**config.mk**
```make
export PLATFORM = sky130hd
export DESIGN_NAME = debug_breakpoint_unit
export DESIGN_NICKNAME = d
export VERILOG_FILES = /design/src/hw/dbg_bp_pkg.sv /design/src/hw/debug_breakpoint_unit.sv
export SDC_FILE = /design/constraint.sdc
export NUM_CORES = 1
export LEC_CHECK = 0
export ABC_CLOCK_PERIOD_IN_PS = 10150
export BUFFER_PORTS_ARGS = -buffer_cell sky130_fd_sc_hd__clkbuf_2
export CAP_MARGIN = 10
export CORE_MARGIN = 2
export CORE_UTILIZATION = 33
export CTS_BUF_LIST = sky130_fd_sc_hd__clkbuf_8
export DETAILED_ROUTE_END_ITERATION = 10
export GPL_TIMING_DRIVEN = 0
export SLEW_MARGIN = 20
export SYNTH_ARGS = -nofsm -noshare
export SYNTH_HDL_FRONTEND = slang
export SYNTH_SLANG_ARGS = --single-unit
```
**constraint.sdc**
```tcl
create_clock -name clk -period 10.15 [get_ports clk]
set_input_delay 1.5225 -clock clk [delete_from_list [all_inputs] [get_ports clk]]
set_output_delay 1.5225 -clock clk [all_outputs]
set_load 0.005 [all_outputs]
```
**src/hw/dbg_bp_pkg.sv**
```systemverilog
// Purpose: shared constants and carrier types for the breakpoint unit
// Assumes: apb with 32-bit data, one aligned word per register
// Notes: control layout follows the classic enable/field arrangement
package dbg_bp_pkg;
   localparam int NUM_BP = 4;
   // register byte offsets
   localparam logic [7:0] OFF_ADDR0 = 8'h00;
   localparam logic [7:0] OFF_CONTROL = 8'h10;
   localparam logic [7:0] OFF_STATUS = 8'h14;
   localparam logic [7:0] OFF_MODE = 8'h18;
   // control register fields
   localparam int CTL_TASK_ON_POS = 0;   // bit 2i
   localparam int CTL_GLOBAL_ON_POS = 1; // bit 2i+1
   localparam int CTL_PER_TASK_EXACT = 8;
   localparam int CTL_SYSTEM_EXACT = 9;
   localparam int CTL_GUARD = 13;
   localparam int CTL_USAGE_POS = 16;    // bits 16+4i .. 17+4i
   localparam int CTL_SIZE_POS = 18;     // bits 18+4i .. 19+4i
   localparam logic [31:0] CTL_RESET = 32'h0000_0000;
   localparam logic [31:0] CTL_MASK = 32'hFFFF_23FF;
   // status register fields
   localparam int STS_GUARD_HIT = 13;
   localparam logic [31:0] STS_RESET = 32'h0000_0000;
   // usage and size codes
   localparam logic [1:0] USE_EXEC = 2'h0;
   localparam logic [1:0] USE_WRITE = 2'h1;
   localparam logic [1:0] USE_RW = 2'h3;
   localparam logic [1:0] SIZE_1 = 2'h0;
   localparam logic [1:0] SIZE_2 = 2'h1;
   localparam logic [1:0] SIZE_4 = 2'h3;
   // processor mode register: bit0 protected, bits 2:1 privilege
   localparam int MODE_PROT = 0;
   localparam int MODE_PL_POS = 1;

   typedef struct packed {
      logic valid;
      logic [31:0] addr;
   } fetch_type;

   typedef struct packed {
      logic valid;
      logic write;
      logic [31:0] addr;
   } data_access_type;

   typedef struct packed {
      logic fault;
      logic trap;
      logic [3:0] hits;
   } debug_event_type;
endpackage

```
**src/hw/debug_breakpoint_unit.sv**
```systemverilog
// Purpose: four-entry code and data breakpoint unit with control and status registers
// Assumes: processor logic presents fetch and data addresses synchronous to clk
// Notes: registers reached over apb; unmapped or refused access answers pslverr
//
// The placing of the registers and register access over APB were chosen for this implementation.
`timescale 1ns/1ps
// Function
// - two-bit size field per breakpoint
// - two-bit usage field per breakpoint
// - usage: exec, write only, read/write
// - size masks low address bits, aligned regions
// - data breakpoint compares stored linear address
// - exec match raises fault before instruction
// - access only real mode or level 0, except the mode register
// - guard bit blocks every register access except the mode register
// - data matching always exact
// - data trap after instruction, stall meanwhile
// - task switch clears per-task exact bit
// - system-wide exact bit survives task switch
// - exec breakpoints always reported precisely
// - active when global or local enable
// - status flag per debug event
// - all breakpoints disabled after reset
// - 32-bit linear address compared continuously
module debug_breakpoint_unit #(
   parameter int ADDR_W = 32
) (
   // clock, reset, enable
   input wire logic clk,
   input wire logic reset,
   input wire logic clk_en,
   // apb slave
   input wire logic psel,
   input wire logic penable,
   input wire logic pwrite,
   input wire logic [7:0] paddr,
   input wire logic [31:0] pwdata,
   output logic [31:0] prdata,
   output logic pready,
   output logic pslverr,
   // processor side
   input wire dbg_bp_pkg::fetch_type fetch,
   input wire dbg_bp_pkg::data_access_type data_acc,
   input wire logic instr_done,
   input wire logic task_switch,
   output logic hold_next_instr,
   output dbg_bp_pkg::debug_event_type dbg_event
);
   localparam int N = dbg_bp_pkg::NUM_BP;

   // register state
   logic [ADDR_W-1:0] bp_address_reg [N];
   logic [ADDR_W-1:0] next_bp_address_reg [N];
   logic [31:0] debug_control_reg;
   logic [31:0] next_debug_control_reg;
   logic [31:0] debug_status_reg;
   logic [31:0] next_debug_status_reg;
   logic [2:0] cpu_mode;
   logic [2:0] next_cpu_mode;
   logic [N-1:0] pend_data;
   logic [N-1:0] next_pend_data;
   logic [31:0] next_prdata;
   logic next_pslverr;
   dbg_bp_pkg::debug_event_type next_dbg_event;

   // per-breakpoint compare
   logic [N-1:0] bp_active;
   logic [N-1:0] exec_hit;
   logic [N-1:0] data_hit;

   genvar g;
   generate
      for (g = 0; g < N; g++) begin : gen_bp
         logic [1:0] usage;
         logic [1:0] size;
         logic [ADDR_W-1:0] mask;
         assign usage = debug_control_reg[dbg_bp_pkg::CTL_USAGE_POS + 4*g +: 2];
         assign size = debug_control_reg[dbg_bp_pkg::CTL_SIZE_POS + 4*g +: 2];
         // low bits dropped per size so regions are always aligned
         always_comb begin
            unique case (size)
               dbg_bp_pkg::SIZE_2: mask = {{(ADDR_W-1){1'b1}}, 1'b0};
               dbg_bp_pkg::SIZE_4: mask = {{(ADDR_W-2){1'b1}}, 2'b00};
               default: mask = '1; // code 10 treated as one byte
            endcase
         end
         // either enable arms the entry
         assign bp_active[g] = debug_control_reg[2*g + dbg_bp_pkg::CTL_TASK_ON_POS]
            | debug_control_reg[2*g + dbg_bp_pkg::CTL_GLOBAL_ON_POS];
         assign exec_hit[g] = bp_active[g] && fetch.valid && usage == dbg_bp_pkg::USE_EXEC
            && ((fetch.addr & mask) == (bp_address_reg[g] & mask));
         // code 10 is left undefined and simply never matches
         assign data_hit[g] = bp_active[g] && data_acc.valid
            && (usage == dbg_bp_pkg::USE_RW
                || (usage == dbg_bp_pkg::USE_WRITE && data_acc.write))
            && ((data_acc.addr & mask) == (bp_address_reg[g] & mask));

         // undefined usage code must stay silent whatever else is armed
         a_usage_undef: assert property (@(posedge clk) disable iff (reset)
            usage == 2'h2 |-> !exec_hit[g] && !data_hit[g])
            else $error("usage code 10 matched");

         // a four-byte entry ignores the two low address bits
         a_size_align: assert property (@(posedge clk) disable iff (reset)
            bp_active[g] && fetch.valid && usage == dbg_bp_pkg::USE_EXEC
            && size == dbg_bp_pkg::SIZE_4
            && fetch.addr[ADDR_W-1:2] == bp_address_reg[g][ADDR_W-1:2] |-> exec_hit[g])
            else $error("four-byte region missed");

         // a two-byte entry ignores only bit zero
         a_size_half: assert property (@(posedge clk) disable iff (reset)
            bp_active[g] && data_acc.valid && usage == dbg_bp_pkg::USE_RW
            && size == dbg_bp_pkg::SIZE_2
            && data_acc.addr[ADDR_W-1:1] == bp_address_reg[g][ADDR_W-1:1] |-> data_hit[g])
            else $error("two-byte region missed");
      end
   endgenerate

   // access permission: real mode or level 0, and guard clear
   logic priv_ok;
   logic access_ok;
   logic apb_access;
   assign priv_ok = !cpu_mode[dbg_bp_pkg::MODE_PROT]
      || cpu_mode[dbg_bp_pkg::MODE_PL_POS +: 2] == 2'h0;
   assign access_ok = priv_ok && !debug_control_reg[dbg_bp_pkg::CTL_GUARD];
   assign apb_access = psel && penable && clk_en;
   assign pready = 1'b1; // zero wait state slave

   // next register values
   always_comb begin
      logic mode_hit;
      mode_hit = paddr == dbg_bp_pkg::OFF_MODE;
      for (int i = 0; i < N; i++) begin
         next_bp_address_reg[i] = bp_address_reg[i];
      end
      next_debug_control_reg = debug_control_reg;
      next_debug_status_reg = debug_status_reg;
      next_cpu_mode = cpu_mode;
      next_pend_data = pend_data;
      next_prdata = prdata;
      next_pslverr = 1'b0;
      next_dbg_event = '0;
      // software access; the mode register is the processor's own and not guarded
      if (apb_access) begin
         if (mode_hit) begin
            if (pwrite) begin
               next_cpu_mode = pwdata[2:0];
            end
            next_prdata = {29'h0, cpu_mode};
         end else if (!access_ok) begin
            next_pslverr = 1'b1;
            next_prdata = 32'h0000_0000;
            if (debug_control_reg[dbg_bp_pkg::CTL_GUARD]) begin
               next_debug_status_reg[dbg_bp_pkg::STS_GUARD_HIT] = 1'b1;
            end
         end else if (paddr[7:4] == 4'h0 && paddr[1:0] == 2'h0) begin
            if (pwrite) begin
               next_bp_address_reg[paddr[3:2]] = ADDR_W'(pwdata);
            end
            // address width may be a parameter, so size the read path on purpose
            next_prdata = 32'(bp_address_reg[paddr[3:2]]);
         end else if (paddr == dbg_bp_pkg::OFF_CONTROL) begin
            if (pwrite) begin
               next_debug_control_reg = pwdata & dbg_bp_pkg::CTL_MASK;
            end
            next_prdata = debug_control_reg;
         end else if (paddr == dbg_bp_pkg::OFF_STATUS) begin
            if (pwrite) begin
               next_debug_status_reg = pwdata;
            end
            next_prdata = debug_status_reg;
         end else begin
            next_pslverr = 1'b1;
            next_prdata = 32'h0000_0000;
         end
      end
      // per-task exact bit dropped on switch; hardware wins over a software write
      if (clk_en && task_switch) begin
         next_debug_control_reg[dbg_bp_pkg::CTL_PER_TASK_EXACT] = 1'b0;
      end
      // system-wide exact bit is left untouched here on purpose
      if (clk_en) begin
         // fault before the fetched instruction runs
         if (|exec_hit) begin
            next_dbg_event.fault = 1'b1;
            next_dbg_event.hits = exec_hit;
            next_debug_status_reg[N-1:0] = debug_status_reg[N-1:0] | exec_hit;
         end
         // data hits collect until the instruction retires; exact regardless of enables
         next_pend_data = pend_data | data_hit;
         if (instr_done && |(pend_data | data_hit)) begin
            next_dbg_event.trap = 1'b1;
            next_dbg_event.hits = pend_data | data_hit;
            next_debug_status_reg[N-1:0] = next_debug_status_reg[N-1:0]
               | pend_data | data_hit;
            next_pend_data = '0;
         end
      end
   end

   // stall the next instruction while a data trap is owed
   assign hold_next_instr = |pend_data | |data_hit;

   // register all state; reset leaves every breakpoint disabled
   always_ff @(posedge clk or posedge reset) begin
      if (reset) begin
         for (int i = 0; i < N; i++) begin
            bp_address_reg[i] <= '0;
         end
         debug_control_reg <= dbg_bp_pkg::CTL_RESET;
         debug_status_reg <= dbg_bp_pkg::STS_RESET;
         cpu_mode <= 3'h0;
         pend_data <= '0;
         prdata <= 32'h0000_0000;
         pslverr <= 1'b0;
         dbg_event <= '0;
      end else if (clk_en) begin
         for (int i = 0; i < N; i++) begin
            bp_address_reg[i] <= next_bp_address_reg[i];
         end
         debug_control_reg <= next_debug_control_reg;
         debug_status_reg <= next_debug_status_reg;
         cpu_mode <= next_cpu_mode;
         pend_data <= next_pend_data;
         prdata <= next_prdata;
         pslverr <= next_pslverr;
         dbg_event <= next_dbg_event;
      end
   end

   // a fault pulse follows an enabled execute hit by exactly one cycle
   a_exec_fault_timing: assert property (@(posedge clk) disable iff (reset)
      clk_en && |exec_hit |=> dbg_event.fault) else $error("execute hit gave no fault");
   // and never appears without one
   a_fault_needs_hit: assert property (@(posedge clk) disable iff (reset)
      clk_en && !(|exec_hit) |=> !dbg_event.fault) else $error("fault with no execute hit");
   a_no_fault_reset: assert property (@(posedge clk) disable iff (reset)
      !(|bp_active) |=> !dbg_event.fault) else $error("fault with no breakpoint armed");
   // an entry with both enables clear can not match at all
   a_no_hit_idle: assert property (@(posedge clk) disable iff (reset)
      !(|bp_active) |-> !(|exec_hit) && !(|data_hit))
      else $error("disarmed breakpoint matched");

   // task switch handling of the two exact-match bits
   a_task_clear: assert property (@(posedge clk) disable iff (reset)
      clk_en && task_switch |=> !debug_control_reg[dbg_bp_pkg::CTL_PER_TASK_EXACT])
      else $error("per-task exact bit survived switch");
   a_sys_exact_keep: assert property (@(posedge clk) disable iff (reset)
      clk_en && task_switch && !apb_access
      |=> $stable(debug_control_reg[dbg_bp_pkg::CTL_SYSTEM_EXACT]))
      else $error("system exact bit changed on switch");

   // refused accesses: error answer, no write, zero read data
   a_guard_block: assert property (@(posedge clk) disable iff (reset)
      apb_access && debug_control_reg[dbg_bp_pkg::CTL_GUARD] && paddr != dbg_bp_pkg::OFF_MODE
      |=> pslverr && $stable(debug_control_reg[31:10]))
      else $error("guarded access not refused");
   a_priv_block: assert property (@(posedge clk) disable iff (reset)
      apb_access && !priv_ok && paddr != dbg_bp_pkg::OFF_MODE |=> pslverr)
      else $error("unprivileged access not refused");
   a_refused_zero: assert property (@(posedge clk) disable iff (reset)
      apb_access && !access_ok && paddr != dbg_bp_pkg::OFF_MODE |=> prdata == 32'h0000_0000)
      else $error("refused access returned data");
   // the handler must be able to tell a guard refusal happened
   a_guard_status: assert property (@(posedge clk) disable iff (reset)
      apb_access && debug_control_reg[dbg_bp_pkg::CTL_GUARD] && paddr != dbg_bp_pkg::OFF_MODE
      |=> debug_status_reg[dbg_bp_pkg::STS_GUARD_HIT])
      else $error("guard refusal not flagged");

   // data traps: held until retirement, then one pulse carrying every owed hit
   a_data_trap_wait: assert property (@(posedge clk) disable iff (reset)
      clk_en && |data_hit && !instr_done |=> hold_next_instr && !dbg_event.trap)
      else $error("data trap not held to completion");
   a_data_trap_pulse: assert property (@(posedge clk) disable iff (reset)
      clk_en && instr_done && (|pend_data || |data_hit) |=> dbg_event.trap)
      else $error("owed data trap not raised");
   a_trap_hits: assert property (@(posedge clk) disable iff (reset)
      clk_en && instr_done && |pend_data
      |=> (dbg_event.hits & $past(pend_data)) == $past(pend_data))
      else $error("trap lost a pending hit");
   a_pend_clear: assert property (@(posedge clk) disable iff (reset)
      clk_en && instr_done |=> pend_data == '0)
      else $error("pending hits survived retirement");

   // every reported event leaves its flag in the status register
   a_status_flag: assert property (@(posedge clk) disable iff (reset)
      dbg_event.fault || dbg_event.trap
      |-> (debug_status_reg[N-1:0] & dbg_event.hits) == dbg_event.hits)
      else $error("status flag missing for event");
endmodule

```
==> results.yml <==
outcome:
  status: "finished, final reports clean"
floorplan:
  dieArea_um2: 42400
  dieHeight_um: 206
  core-area_um2: 40000
  io-pin-count: 156
  start_util: 0.336
  die_w_um: 206
  fp-row-count: 73
power_and_ir_drop:
  p_leak_nw: 7.46
  pwr-share-clk: 0.439
  peakVddDrop_mv: 0.0656
  pwr-share-comb: 0.101
  p_seq_frac: 0.460
  p_sw_frac: 0.270
  switching_power_uw: 557
  powerDensity_nw_per_um2: 131
  p_int_mw: 1.50
  power.total_mw: 2.06
setup_path:
  endpoint_kind: "primary output"
  worstSetupStartpointType: "primary input"
  crit_chain: "clkbuf_2, xor2_1, nor4_1, nand4_1, o41ai_1, nor2_1, nand3_1, clkbuf_2"
  crit_arrival_ps: 4050
  worstSetupPathType: "primary input to primary output"
  reg2reg_depth: 7
  crit_required_ps: 8630
  critPathMaxFanout: 4
  cpPeakStageDelay_ps: 890
  path_buf_inv: 2
  cpLargestDelayFamily: "simple AND/OR/NAND/NOR gates"
  critPathSlowestCell: "o41ai_1"
  worst-path-stages: 8
  crit_top_cell: "clkbuf_2"
global_route:
  antenna_found_initial: 2
  grt_pass1_vias: 10600
  grt_overflow_total: 0
  track_usage: 0.250
  grt_pass1_wl_mm: 74.5
  grt_max_degree: 89
sta:
  fin_ws_ps: 4570
  slew_headroom: 0.270
  setup_violations: 0
  drv_slew: 0
  hold_ws_ps: 465
  setup_tns_ps: 0
  finClkSkew_ps: 22.8
  hold_viol_final: 0
  min_period_ps: 5580
  fmax_ghz: 0.179
  worst_pin_slew_ps: 1100
  period_share: 0.549
  rsz0062_at_grt: "false"
synth:
  synth_top_family_by_area: "multiplexers"
  synth_fp_nets: 1318
  synth_area_um2: 13400
  synthAdderAreaFrac: 0
  ys_types: 69
  ys_seq_area_frac: 0.434
  synth-compound-area-share: 0.0681
  synth_edf_count: 0
  synth_warnings: 0
  syn_inst: 1203
  ys_ff_latch: 233
  syn_area_per_cell_um2: 11.2
  synth_xor_xnor_area_share: 0.166
  synth_top_flop_cell: "dfrtp_1"
  synthMuxAreaShare: 0.185
  synthSimpleGateAreaFrac: 0.117
  synth-async-reset-ratio: 1.00
clock_network:
  cts_setup_buffers: 0
  cts-hold-fix-buffers: 0
  clk_path_buf_depth: 3
  cts_made_buffers: 43
  cts_tree: "built"
  htree_levels: 2
  clk_pin_slew_worst_paths_ps: 60
  cts-root-buf: "clkbuf_8"
  cts.repair.resized: 0
  clk_latency_ps: 580
  cts_sinks: 233
cells_and_area:
  area.growth.synth_to_final_pct: 16.7
  finalInstanceArea_um2: 15700
  largest_register_ffs: 128
  drive_above_1_share: 0.313
  utilization: 0.392
  nets: 1497
  fin_cells: 1937
min_path:
  hold_depth: 2
  hold_class: "flop to flop"
route:
  vias: 10600
  drt_iter0_markers: 912
  drt-total-wl_mm: 52.5
  vias_per_cell: 5.49
  wire_per_inst_um: 27.1
  drc: 0
  first_pass_iters: 5
  ant_nets: 0
place:
  gp_congestion: 1.02
  placed_cells: 1862
  pre_cts_ws_ps: 4670
  placed_area_um2: 14800
  io_buffer_count: 132
  place_hpwl_mm: 42.2
flow_run:
  drv_cap: 0
==> metal layers <==
metal	global-route usage	wire, um	vias up	share of wire
met1	0.345	22800	5451	0.44
met4	0.0663	1220	2	0.023
li1	-	-	4640	-
met2	0.403	24400	472	0.47
met5	0	12	-	0.00023
met3	0.0462	3980	73	0.076
==> final timing paths <==
| kind | from | to | slack (ps) |
|---|---|---|---|
| setup / recovery | data_acc[8] | hold_next_instr | 4570 |
| hold / removal | prdata[10] | prdata[10] | 470 |
| setup reg to reg | bp_address_reg[72] | pend_data[1] | 6940 |
| hold reg to reg | prdata[10] | prdata[10] | 470 |
| max in group asynchronous | reset | bp_address_reg[74] | 8280 |
| min in group asynchronous | reset | prdata[23] | 1000 |
==> layout make-up <==
| type | count | area, um2 |
|---|---|---|
| clock buffers | 53 | 729 |
| flip-flops and latches | 233 | 5830 |
| plain buffers | 70 | 348 |
| well taps | 525 | 657 |
| repair buffers | 134 | 716 |
| multi-input cells | 884 | 7220 |
| fillers | 3973 | 24300 |
| diodes | 1 | 2.50 |
| clock inverters | 21 | 121 |
| inverters | 16 | 67.6 |
==> worst register-to-register path, cell delays in order, from the launching register on <==
cell and delay [ps]:
dfrtp_1 420, xor2_1 230, nor4_1 510, nand4_1 370, o41ai_1 890, nor2_1 140, a311oi_1 400, nor2_1 100
==> cells in the mapped netlist, types with 4 or more instances <==
| library cell | number | area share |
|---|---|---|
| dfrtp_1 | 233 | 0.43 |
| mux2_2 | 155 | 0.13 |
| nand2_1 | 136 | 0.038 |
| xnor2_1 | 124 | 0.081 |
| xor2_1 | 119 | 0.078 |
| a21oi_1 | 42 | 0.016 |
| nor4_1 | 40 | 0.019 |
| nand4_1 | 38 | 0.018 |
| nor2_1 | 35 | 0.0098 |
| o21ai_0 | 34 | 0.013 |
| mux4_2 | 32 | 0.054 |
| clkbuf_1 | 30 | 0.0084 |
| buf_2 | 26 | 0.0097 |
| a22oi_1 | 15 | 0.0084 |
| inv_1 | 15 | 0.0042 |
| a22o_1 | 14 | 0.0091 |
| nor3_1 | 8 | 0.0030 |
| nand2b_1 | 6 | 0.0028 |
| nand3_1 | 6 | 0.0022 |
| nor2b_1 | 6 | 0.0028 |
| o211ai_1 | 6 | 0.0033 |
| xnor2_2 | 6 | 0.0073 |
| buf_1 | 5 | 0.0014 |
| buf_6 | 4 | 0.0033 |
| or4_1 | 4 | 0.0022 |
==> power by group through the flow <==
stage | sequential, mW | clock (mW) | combinational (mW)
after floorplan | 0.961 | 0 | 0.103
after global placement | 0.964 | 0 | 0.202
after detailed placement | 0.964 | 0 | 0.206
after CTS | 0.947 | 0.925 | 0.207
after global routing | 0.947 | 0.974 | 0.220
final | 0.947 | 0.905 | 0.208
==> cells by family (layout without fill, tap and decap cells) <==
| family | after synthesis | after routing |
|---|---|---|
| AOI/OAI and AO/OA | 139 | 139 |
| xor gates and xnor gates | 249 | 249 |
| buffers and inverters | 86 | 294 |
| DFF | 233 | 233 |
| muxes | 189 | 189 |
| other | 1 | 2 |
| and+or+nand+nor | 306 | 306 |
==> cell usage in the layout, fill, tap and decap left out, types with 35 or more instances in the layout <==
master,Yosys,final
a21oi_1,42,42
nor2_1,35,35
xor2_1,119,119
mux2_2,155,155
nor4_1,40,39
clkbuf_2,1,133
xnor2_1,124,124
nand2_1,136,136
nand4_1,38,38
dfrtp_1,233,233
clkbuf_8,1,54
(Power assumes the default switching activity.)
